[src/design/rti_defs.svh]
`ifndef RTI_DEFS_SVH
`define RTI_DEFS_SVH

// Register offsets on the parallel register port.
`define RTI_ADDR_W 6
`define RTI_OFS_TIMER_CLOCK 6'h2A
`define RTI_OFS_START_STOP 6'h2B
`define RTI_OFS_PRESET 6'h2C
`define RTI_OFS_PIN_CONFIG 6'h2D

// Reset values.
`define RTI_RST_TIMER_CLOCK 8'h0B
`define RTI_RST_START_STOP 8'h02
`define RTI_RST_PRESET 8'h00
`define RTI_RST_PIN_CONFIG 8'h02

// Field positions.
`define RTI_BIT_START_TX_FIRST 0
`define RTI_BIT_START_TX_END 1
`define RTI_BIT_STOP_RX_FIRST 2
`define RTI_BIT_STOP_RX_END 3
`define RTI_BIT_AUTO_RELOAD 5
`define RTI_EXP_HI 4
`define RTI_EXP_MAX 5'h0F
`define RTI_BIT_PIN_DRIVE_TYPE 0
`define RTI_BIT_PIN_INVERT 1

// Timing: core clock and timer reference in kHz, tick accumulator width.
`define RTI_CLK_KHZ 250000
`define RTI_REF_KHZ 13560
`define RTI_ACC_W 18
`define RTI_PRESC_W 16

`endif

[src/design/rti_pkg.sv]
package rti_pkg;

  // Transceiver events, each a one-cycle pulse.
  typedef struct packed {
    logic tx_first_bit;
    logic tx_end;
    logic rx_first_bit;
    logic rx_end;
  } rti_events_t;

  // Register port request.
  typedef struct packed {
    logic [5:0] addr;
    logic [7:0] wdata;
    logic wr;
    logic rd;
  } rti_reg_req_t;

  typedef enum logic [0:0] {
    RTI_IDLE,
    RTI_RUN
  } rti_state_t;

endpackage : rti_pkg

[src/design/rti_timer_ctrl.sv]
`timescale 1ns/10ps
`include "rti_defs.svh"

// Function
// - Start-on-first-transmitted-bit enabled: first sent bit starts the timer.
// - Start-on-transmit-end enabled: end of transmission starts the timer.
// - Enabled start while counting restarts by reloading the preset value.
// - Stop-on-first-received-bit enabled: first valid received bit halts the timer.
// - Stop-on-receive-end enabled: end of reception halts the timer.
// - A cleared start or stop bit makes that event ignored.
// - Start/stop control register at 2Bh, reset value 02h.
// - Every start copies the preset value register into the counter.
// - Writing the preset leaves a running count alone until next start.
// - A zero preset value prevents the timer from starting.
// - Preset value register at 2Ch, read/write, resets to 00h.
// - Invert bit set drives the pin as complement of the request bit.
// - Drive-type bit clear gives open drain, set gives push-pull.
// - Pin configuration register at 2Dh resets to 02h.
// - Auto-reload on: reload preset on the tick that would reach zero, and keep counting.
// - Auto-reload off: count to zero, stop, raise the expired flag.
// - Tick rate is 13.56 MHz over two to the divider exponent, 0 to 15.
module rti_timer_ctrl (
  // Clock, reset and clock enable.
  input wire logic clk_i,
  input wire logic resetn_i,
  input wire logic ce_i,
  // Register port.
  input wire rti_pkg::rti_reg_req_t reg_req_i,
  output logic [7:0] reg_rdata_o,
  // Transceiver events and the internal interrupt request bit.
  input wire rti_pkg::rti_events_t events_i,
  input wire logic irq_request_i,
  // Interrupt pin.
  output logic irq_pin_o,
  output logic irq_pin_oe_o,
  // Timer status.
  output logic [7:0] timer_value_o,
  output logic timer_running_o,
  output logic timer_expired_o
);

  // Address match, shared by the write and read paths.
  function automatic logic hit(input logic [5:0] addr, input logic [5:0] ofs);
    hit = (addr == ofs);
  endfunction : hit

  logic [7:0] clock_cfg_q, clock_cfg_d;
  logic [7:0] start_stop_q, start_stop_d;
  logic [7:0] preset_q, preset_d;
  logic [7:0] pin_cfg_q, pin_cfg_d;
  logic [7:0] rdata_q, rdata_d;

  // Register writes and registered read data.
  always_comb begin
    clock_cfg_d = clock_cfg_q;
    start_stop_d = start_stop_q;
    preset_d = preset_q;
    pin_cfg_d = pin_cfg_q;
    rdata_d = rdata_q;
    if (reg_req_i.wr) begin
      if (hit(reg_req_i.addr, `RTI_OFS_TIMER_CLOCK)) clock_cfg_d = reg_req_i.wdata;
      if (hit(reg_req_i.addr, `RTI_OFS_START_STOP)) start_stop_d = reg_req_i.wdata;
      if (hit(reg_req_i.addr, `RTI_OFS_PRESET)) preset_d = reg_req_i.wdata;
      if (hit(reg_req_i.addr, `RTI_OFS_PIN_CONFIG)) pin_cfg_d = reg_req_i.wdata;
    end
    if (reg_req_i.rd) begin
      if (hit(reg_req_i.addr, `RTI_OFS_TIMER_CLOCK)) rdata_d = clock_cfg_q;
      else if (hit(reg_req_i.addr, `RTI_OFS_START_STOP)) rdata_d = start_stop_q;
      else if (hit(reg_req_i.addr, `RTI_OFS_PRESET)) rdata_d = preset_q;
      else if (hit(reg_req_i.addr, `RTI_OFS_PIN_CONFIG)) rdata_d = pin_cfg_q;
      else rdata_d = 8'h00;
    end
  end

  // Register storage.
  always_ff @(posedge clk_i or negedge resetn_i) begin
    if (!resetn_i) begin
      clock_cfg_q <= `RTI_RST_TIMER_CLOCK;
      start_stop_q <= `RTI_RST_START_STOP;
      preset_q <= `RTI_RST_PRESET;
      pin_cfg_q <= `RTI_RST_PIN_CONFIG;
      rdata_q <= 8'h00;
    end else if (ce_i) begin
      clock_cfg_q <= clock_cfg_d;
      start_stop_q <= start_stop_d;
      preset_q <= preset_d;
      pin_cfg_q <= pin_cfg_d;
      rdata_q <= rdata_d;
    end
  end

  assign reg_rdata_o = rdata_q;

  // 13.56 MHz reference by fractional accumulation, then the power-of-two divider.
  // The reference has up to one core cycle of jitter; the average rate is exact.
  logic [`RTI_ACC_W-1:0] acc_q, acc_d;
  logic [`RTI_PRESC_W-1:0] presc_q, presc_d;
  logic [4:0] exp_eff;
  logic ref_tick;
  logic timer_tick;
  logic [`RTI_ACC_W:0] acc_sum;

  always_comb begin
    // Exponents above 15 are clamped, since only 0 to 15 are defined.
    exp_eff = clock_cfg_q[`RTI_EXP_HI:0];
    if (exp_eff > `RTI_EXP_MAX) exp_eff = `RTI_EXP_MAX;
    acc_sum = {1'b0, acc_q} + (`RTI_ACC_W+1)'(`RTI_REF_KHZ);
    ref_tick = (acc_sum >= (`RTI_ACC_W+1)'(`RTI_CLK_KHZ));
    acc_d = ref_tick ? `RTI_ACC_W'(acc_sum - (`RTI_ACC_W+1)'(`RTI_CLK_KHZ)) : acc_sum[`RTI_ACC_W-1:0];
    presc_d = presc_q;
    timer_tick = 1'b0;
    if (ref_tick) begin
      if (presc_q >= ((`RTI_PRESC_W'(1) << exp_eff) - `RTI_PRESC_W'(1))) begin
        presc_d = '0;
        timer_tick = 1'b1;
      end else begin
        presc_d = presc_q + `RTI_PRESC_W'(1);
      end
    end
  end

  // Tick generator state.
  always_ff @(posedge clk_i or negedge resetn_i) begin
    if (!resetn_i) begin
      acc_q <= '0;
      presc_q <= '0;
    end else if (ce_i) begin
      acc_q <= acc_d;
      presc_q <= presc_d;
    end
  end

  // Start and stop conditions, each gated by its own enable bit.
  logic start_ev, stop_ev;
  assign start_ev = (events_i.tx_first_bit & start_stop_q[`RTI_BIT_START_TX_FIRST])
                  | (events_i.tx_end & start_stop_q[`RTI_BIT_START_TX_END]);
  assign stop_ev = (events_i.rx_first_bit & start_stop_q[`RTI_BIT_STOP_RX_FIRST])
                 | (events_i.rx_end & start_stop_q[`RTI_BIT_STOP_RX_END]);

  rti_pkg::rti_state_t state_q, state_d;
  logic [7:0] count_q, count_d;
  logic expired_q, expired_d;

  // Timer sequencing. A start wins over a stop in the same cycle, so a
  // restart is never lost; expiry is flagged even when a stop coincides.
  always_comb begin
    state_d = state_q;
    count_d = count_q;
    expired_d = 1'b0;
    case (state_q)
      rti_pkg::RTI_IDLE: begin
        if (start_ev && preset_q != 8'h00) begin
          state_d = rti_pkg::RTI_RUN;
          count_d = preset_q;
        end
      end
      rti_pkg::RTI_RUN: begin
        if (start_ev && preset_q != 8'h00) begin
          count_d = preset_q;
        end else begin
          if (timer_tick) begin
            if (count_q <= 8'h01) begin
              if (clock_cfg_q[`RTI_BIT_AUTO_RELOAD] && preset_q != 8'h00) begin
                count_d = preset_q;
              end else begin
                count_d = 8'h00;
                state_d = rti_pkg::RTI_IDLE;
                expired_d = 1'b1;
              end
            end else begin
              count_d = count_q - 8'h01;
            end
          end
          if (stop_ev) begin
            state_d = rti_pkg::RTI_IDLE;
            if (!expired_d) count_d = count_q;
          end
        end
      end
      default: begin
        state_d = rti_pkg::RTI_IDLE;
      end
    endcase
  end

  // Timer state.
  always_ff @(posedge clk_i or negedge resetn_i) begin
    if (!resetn_i) begin
      state_q <= rti_pkg::RTI_IDLE;
      count_q <= 8'h00;
      expired_q <= 1'b0;
    end else if (ce_i) begin
      state_q <= state_d;
      count_q <= count_d;
      expired_q <= expired_d;
    end else begin
      expired_q <= 1'b0;
    end
  end

  assign timer_value_o = count_q;
  assign timer_running_o = (state_q == rti_pkg::RTI_RUN);
  assign timer_expired_o = expired_q;

  // Interrupt pin stage; open drain releases the pin for a high level.
  logic pin_q, pin_d, pin_oe_q, pin_oe_d;
  logic pin_level;

  always_comb begin
    pin_level = irq_request_i ^ pin_cfg_q[`RTI_BIT_PIN_INVERT];
    if (pin_cfg_q[`RTI_BIT_PIN_DRIVE_TYPE]) begin
      pin_d = pin_level;
      pin_oe_d = 1'b1;
    end else begin
      pin_d = 1'b0;
      pin_oe_d = ~pin_level;
    end
  end

  // Pin registers.
  always_ff @(posedge clk_i or negedge resetn_i) begin
    if (!resetn_i) begin
      pin_q <= 1'b0;
      pin_oe_q <= 1'b0;
    end else if (ce_i) begin
      pin_q <= pin_d;
      pin_oe_q <= pin_oe_d;
    end
  end

  assign irq_pin_o = pin_q;
  assign irq_pin_oe_o = pin_oe_q;

  logic running;
  assign running = (state_q == rti_pkg::RTI_RUN);
endmodule : rti_timer_ctrl

[config.mk]
export PLATFORM = sky130hd
export DESIGN_NAME = rti_timer_ctrl
export DESIGN_NICKNAME = d
export VERILOG_FILES = /design/src/design/rti_pkg.sv /design/src/design/rti_timer_ctrl.sv
export VERILOG_INCLUDE_DIRS = /design/src /design/src/design
export SDC_FILE = /design/constraint.sdc
export NUM_CORES = 1
export LEC_CHECK = 0
export BUFFER_PORTS_ARGS = -buffer_cell sky130_fd_sc_hd__buf_2
export CORE_AREA = 4 4 97 99
export DETAILED_ROUTE_END_ITERATION = 10
export DIE_AREA = 0 0 101 103
export PLACE_DENSITY = 0.83
export SETUP_SLACK_MARGIN = 0.02
export SLEW_MARGIN = 10
export SYNTH_ARGS = -nofsm -noshare
export SYNTH_HDL_FRONTEND = slang
export SYNTH_SLANG_ARGS = --single-unit
[constraint.sdc]
create_clock -name clk_i -period 6.55 [get_ports clk_i]
set_clock_uncertainty 0.05 [all_clocks]
set_input_delay 0.655 -clock clk_i [delete_from_list [all_inputs] [get_ports clk_i]]
set_output_delay 0.655 -clock clk_i [all_outputs]
set_load 0.005 [all_outputs]
Word level (Yosys, flattened, before mapping):

Index checks and enable logic that the tools add are counted.
Widths: inputs -> output; s select.

* eq/ne operators: 6
* bitwise logic cells: 9
* order comparisons: 4
* add/subtract/negate cells: 5
* muxes and demuxes: 34
* reduce and logical (&&, ||, !) cells: 10
* shift operators: 1

Operators with widths (count)
* $mux 8: 11
* $eq 6x6->1 const B: 4
* $add 18x14->19 const B: 1
* $ge 19x18->1 const B: 1
* $mux 1: 18
* $mux 18: 1
* $sub 18x18->18 const B: 1
* $add 16x1->16 const B: 1
* $ge 16x16->1: 1
* $mux 16: 1
* $pmux 8 s2: 1
* $shl 1x5->16 const A: 1
* $sub 16x1->16 const B: 1
* $reduce_and 3->1: 5
* $le 8x1->1 const B: 1
* $reduce_bool 8->1: 1
* $sub 8x1->8 const B: 1
* $gt 5x4->1 const B: 1
* $mux 5: 1
* $and 1x1->1: 4
* $ne 4x2->1 const B: 1
* $reduce_and 2->1: 2
* $logic_and 1x1->1: 2
* $ne 2x2->1 const B: 1
* 4 further kinds: 6

* register bits after elaboration: 86
* output and inout bits: 20
* bits of input ports: 24

Depth between registers and ports, before layout:

* word-level depth: 14
* mapped depth: 20
* mapped depth without buffers: 18

Worst setup path before layout:

No wires, ideal clock.

* path type: flip-flop to flip-flop
* start: reg clock_cfg_q[3]
* end: reg count_q[1] (netlist: timer_value_o[1])
* arrival: 3.709 ns
* library setup time: 0.127 ns
* clock period less this slack: 3.886 ns
* stages on the path, launching flop included: 18
* setup slack: 2.664 ns
* data required time: 6.373 ns
* cells stage by stage: dfstp_2 clkbuf_1 or2_2 inv_1 nand3_1 ha_1 clkbuf_1 nor3_1 a21oi_1 o21a_1 ha_1 nand4_1 or4_1 o21ai_1 a31oi_2 buf_2 a211oi_1 a21oi_1

* cells in the longest elaborated chain, start to end: 12
* elaborated cells between the ends (all ways): 17

RTL lines
* start: declaration: line rti_timer_ctrl.sv:47 `logic [7:0] clock_cfg_q, clock_cfg_d;`
* start signal: assignment: line rti_timer_ctrl.sv:78 `` clock_cfg_q <= `RTI_RST_TIMER_CLOCK; ``
* start signal: assignment: line rti_timer_ctrl.sv:84 `clock_cfg_q <= clock_cfg_d;`
* $gt 5x4->1 (no line)
* $mux 5 *: line rti_timer_ctrl.sv:106 `` if (exp_eff > `RTI_EXP_MAX) exp_eff = `RTI_EXP_MAX; ``
* $shl 1x5->16 (no line) *
* $sub 16x1->16 *: line rti_timer_ctrl.sv:113 `` if (presc_q >= ((`RTI_PRESC_W'(1) << exp_eff) - `RTI_PRESC_W'(1))) begin ``
* $ge 16x16->1 *: line rti_timer_ctrl.sv:113
* $mux 1 *: line rti_timer_ctrl.sv:113
* $mux 1 *: line rti_timer_ctrl.sv:112 `if (ref_tick) begin`
* $mux 1 or $mux 8 (tied branches): line rti_timer_ctrl.sv:161 `if (timer_tick) begin`
* $mux 1 or $mux 8 (tied branches): line rti_timer_ctrl.sv:158, rti_timer_ctrl.sv:176
* $mux 1 or $mux 8 (tied branches): line rti_timer_ctrl.sv:150, rti_timer_ctrl.sv:174
* $ne 4x2->1 (no line) or $mux 8 (tied branches)
* $reduce_and 3->1 (no line) or $pmux 8 s2 (tied branches)
* end signal: assignment: line rti_timer_ctrl.sv:194 `count_q <= count_d;`
* end: declaration: line rti_timer_ctrl.sv:141 `logic [7:0] count_q, count_d;`

Mark *: on every way between the ends. The rest lies on a longest branch, timed or not. The select of a mux whose other input is x is not followed.
A chain may end at the register's enable or synchronous reset.

Worst setup path in the final report:

* start: reg clock_cfg_q[4]
* end: reg count_q[2] (netlist: timer_value_o[2])

Same word-level chain as after synthesis.

==> qor.yml <==
place:
  dpl.cell_count: 702
  pre_cts_slack_ns: 2.253
  portBuffers: 43
  place_area_sq_um: 5599
  routabilityCongestion: 0.9071
  dp_hpwl_microns: 8596
setup_path:
  worstPathCellList: "or2_2 > nor2_1 > nand2_1 > ha_1 > nor4_1 > a21oi_1 > nor2_1 > a21oi_1 > ha_1 > nand4_1 > or4_1 > o21ai_1 > buf_4 > a31oi_2 > o21ai_0 > o21ai_0"
  cp.buffers_inverters: 1
  start_kind: "flop"
  rr_startpoint: "clock_cfg_q[4]$_DFFE_PN0P_"
  crit_path_start: "clock_cfg_q[4]$_DFFE_PN0P_"
  cpLargestDelayFamily: "simple AND/OR/NAND/NOR gates"
  cp_max_fo: 18
  cp-end-kind: "flop"
  cp.arrival_ns: 4.59
  cp.required_ns: 6.70
  critPathSlowestCell: "or4_1"
  critPathMaxStageDelay_ns: 0.51
  critPathKind: "flop to flop"
sta:
  min_period_ns: 4.440
  rsz0062_at_grt: "no"
  fin_ws_ns: 2.110
  timing.final.crit_share_pct: 67.79
  hold_viol: 0
  tns_ns: 0
  relSlewSlack_pct: 30.35
  timing.fmax_mhz: 225.2
  drv_slew: 0
  tightest_slew_ns: 1.045
  setup_violations: 0
cts:
  cts_tree: "built"
  cts-resized-gates: 0
  clkLatencyLatePin_ns: 0.36
  clock-sinks: 83
  hold_buffers: 0
  root_buffer: "clkbuf_8"
  clk_path_buf_depth: 2
  cts_buffers: 9
  post_cts_buffers: 0
  htree_levels: 3
  cts.clk_slew.worst_paths_ns: 0.09
die:
  die_area_sq_um: 10400
  core_area_sq_um: 8551
  floorplan.initialDensity_pct: 63.18
  die_y_microns: 103
  io-pin-count: 44
  rows: 34
  die_w_microns: 101
detailed_routing:
  wl_microns: 12380
  dr_total_vias: 4645
  m1WireLength_microns: 5762
  dr_wl_met3_microns: 578
  first_pass_iters: 5
  drcViolationCount: 0
  routed.top_layer: "met4"
  wl_met2_microns: 5869
  ant_nets: 0
  vias_per_cell: 6.469
  drt_iter0_markers: 372
  wl_per_cell_microns: 17.24
finish:
  area_growth_syn_to_layout_pct: 7.364
  finish.utilization_pct: 67.84
  drive_gt1_share_pct: 19.34
  final_nets: 652
  final_area_sq_um: 5801
  antenna_cells: 0
  fin_cells: 718
min_path:
  hold_path.class: "input pin to async pin"
yosys:
  ys_warn_count: 0
  syn-cell-area_sq_um: 5403
  ys_async_sr_fraction_pct: 100.0
  synth_top_area_share_pct: 36.13
  postSynthCellCount: 586
  synth_edf_count: 0
  yosys.area.top_type: "dfrtp_1"
  synth.ff_latch_count: 83
  synth_fp_nets: 633
  synth_area_leaders: "dfrtp_1, mux2_2, ha_1, o21ai_0, a21oi_1"
  synth.distinct_cells: 72
  synth-main-ff-cell: "dfrtp_1"
  yosysSeqAreaShare_pct: 38.56
  avgSynthCellArea_sq_um: 9.220
power:
  p_leak_nw: 2.599
  p_sw_share_pct: 43.98
  pwr-share-comb_pct: 44.7
  pwr-share-clk_pct: 16.8
  cell_internal_pwr_mw: 1.276
  power_density_nw_per_um2: 392.8
  switching_power_mw: 1.002
  seq_power_share_pct: 38.5
  max-vdd-ir-drop_mv: 0.1725
status:
  status: "finished clean"
global_route:
  grt_max_degree: 84
  grt_pass1_wl_microns: 20080
  gr-total-overflow: 0
  gr-usage-all-layers_pct: 23.85
  grt_pass1_vias: 4168
  antenna_found_initial: 0
run:
  cap_viol_max_count: 0
==> logic make-up after synthesis <==
logic type / after synthesis / synth area share [%]
adders and majority gates: 23 / 5.327
and+or+nand+nor: 188 / 18.18
buffers and inverters: 52 / 4.145
other: 1 / 0.06941
xor gates and xnor gates: 16 / 2.733
muxes: 36 / 7.411
DFF: 83 / 38.56
AOI/OAI and AO/OA: 187 / 23.58
==> area by class of cell <==
class                           instances  area (sq um)
Timing Repair Buffer                   44         225.2
Clock buffer                           10         127.6
Inverter                               16         60.06
Clock inverter                          6         73.82
Multi-Input combinational cell        451          3095
Sequential cell                        83          2083
Fill cell                             646          2750
Tap cell                              108         135.1
==> cell usage in the layout, fill, tap and decap left out, types with 5 or more instances in the layout <==
cell type	n
a211oi_1	8
a21o_1	10
a21oi_1	33
a221oi_1	8
a22o_1	11
a22oi_1	7
and2_1	6
and3_1	12
buf_2	42
clkbuf_8	9
dfrtp_1	78
dfstp_2	5
ha_1	23
inv_1	15
mux2_2	32
nand2_1	41
nand2b_1	13
nand3_1	16
nand3b_1	5
nor2_1	43
nor2b_1	5
nor3_1	11
nor4_1	7
o21a_1	7
o21ai_0	49
o21ai_1	11
o31ai_1	9
or2_2	7
or3_1	6
xnor2_1	9
xor2_1	6
==> through the flow <==
stage               power, mW  hold slack (ns)
finish                  2.279           0.3970
global route            2.458           0.4487
CTS                     2.260           0.4372
detailed placement      1.876           0.4170
global placement        1.830           0.4109
floorplan               1.655           0.3094
==> path summary, 6_finish.rpt <==
check / endpoint / slack (ns) / cells past startpoint
setup / recovery: timer_value_o[2]$_DFFE_PN0P_ / 2.11 / 16
hold / removal: acc_q[8]$_DFFE_PN0P_ / 0.40 / 1
setup reg to reg: timer_value_o[2]$_DFFE_PN0P_ / 2.11 / 16
hold reg to reg: reg_rdata_o[7]$_DFFE_PN0P_ / 0.44 / 2
max in group asynchronous: reg_rdata_o[7]$_DFFE_PN0P_ / 5.35 / 1
min in group clk_i: reg_rdata_o[7]$_DFFE_PN0P_ / 0.44 / 2
==> power groups by stage <==
stage	combinational, mW	clock (mW)	sequential [mW]
after floorplan	0.899	0	0.755
after global placement	0.959	0	0.871
after detailed placement	0.999	0	0.877
after CTS	1.01	0.385	0.868
after global routing	1.15	0.408	0.903
final	1.02	0.383	0.876
==> routing by layer <==
layer  vias up  track usage (%)
li1       2197                -
met1      2304            33.65
met2       127            38.03
met3        17            4.060
met4         0            6.953
met5         -                0
==> flip-flops by register name, summed over array words and instances, names as in the netlist <==
signal / cells
presc_q: 16
acc_q: 15
clock_cfg_q: 8
pin_cfg_q: 8
preset_q: 8
reg_rdata_o: 8
start_stop_q: 8
timer_value_o: 8
irq_pin_o: 1
irq_pin_oe_o: 1
timer_expired_o: 1
timer_running_o: 1
==> cells in the mapped netlist, types with 7 or more instances <==
cell type,n
nand2_1,41
ha_1,23
a22o_1,11
clkbuf_1,22
mux2_2,32
a21oi_1,33
and3_1,12
buf_2,8
nor2_1,43
o21a_1,7
o21ai_1,11
or2_2,7
nand2b_1,13
nor3_1,11
inv_1,15
xnor2_1,9
o31ai_1,9
a22oi_1,7
a221oi_1,8
o21ai_0,49
nand3_1,16
dfrtp_1,78
a211oi_1,8
a21o_1,10
nor4_1,7
No activity file was read; power rests on OpenSTA's default activity.
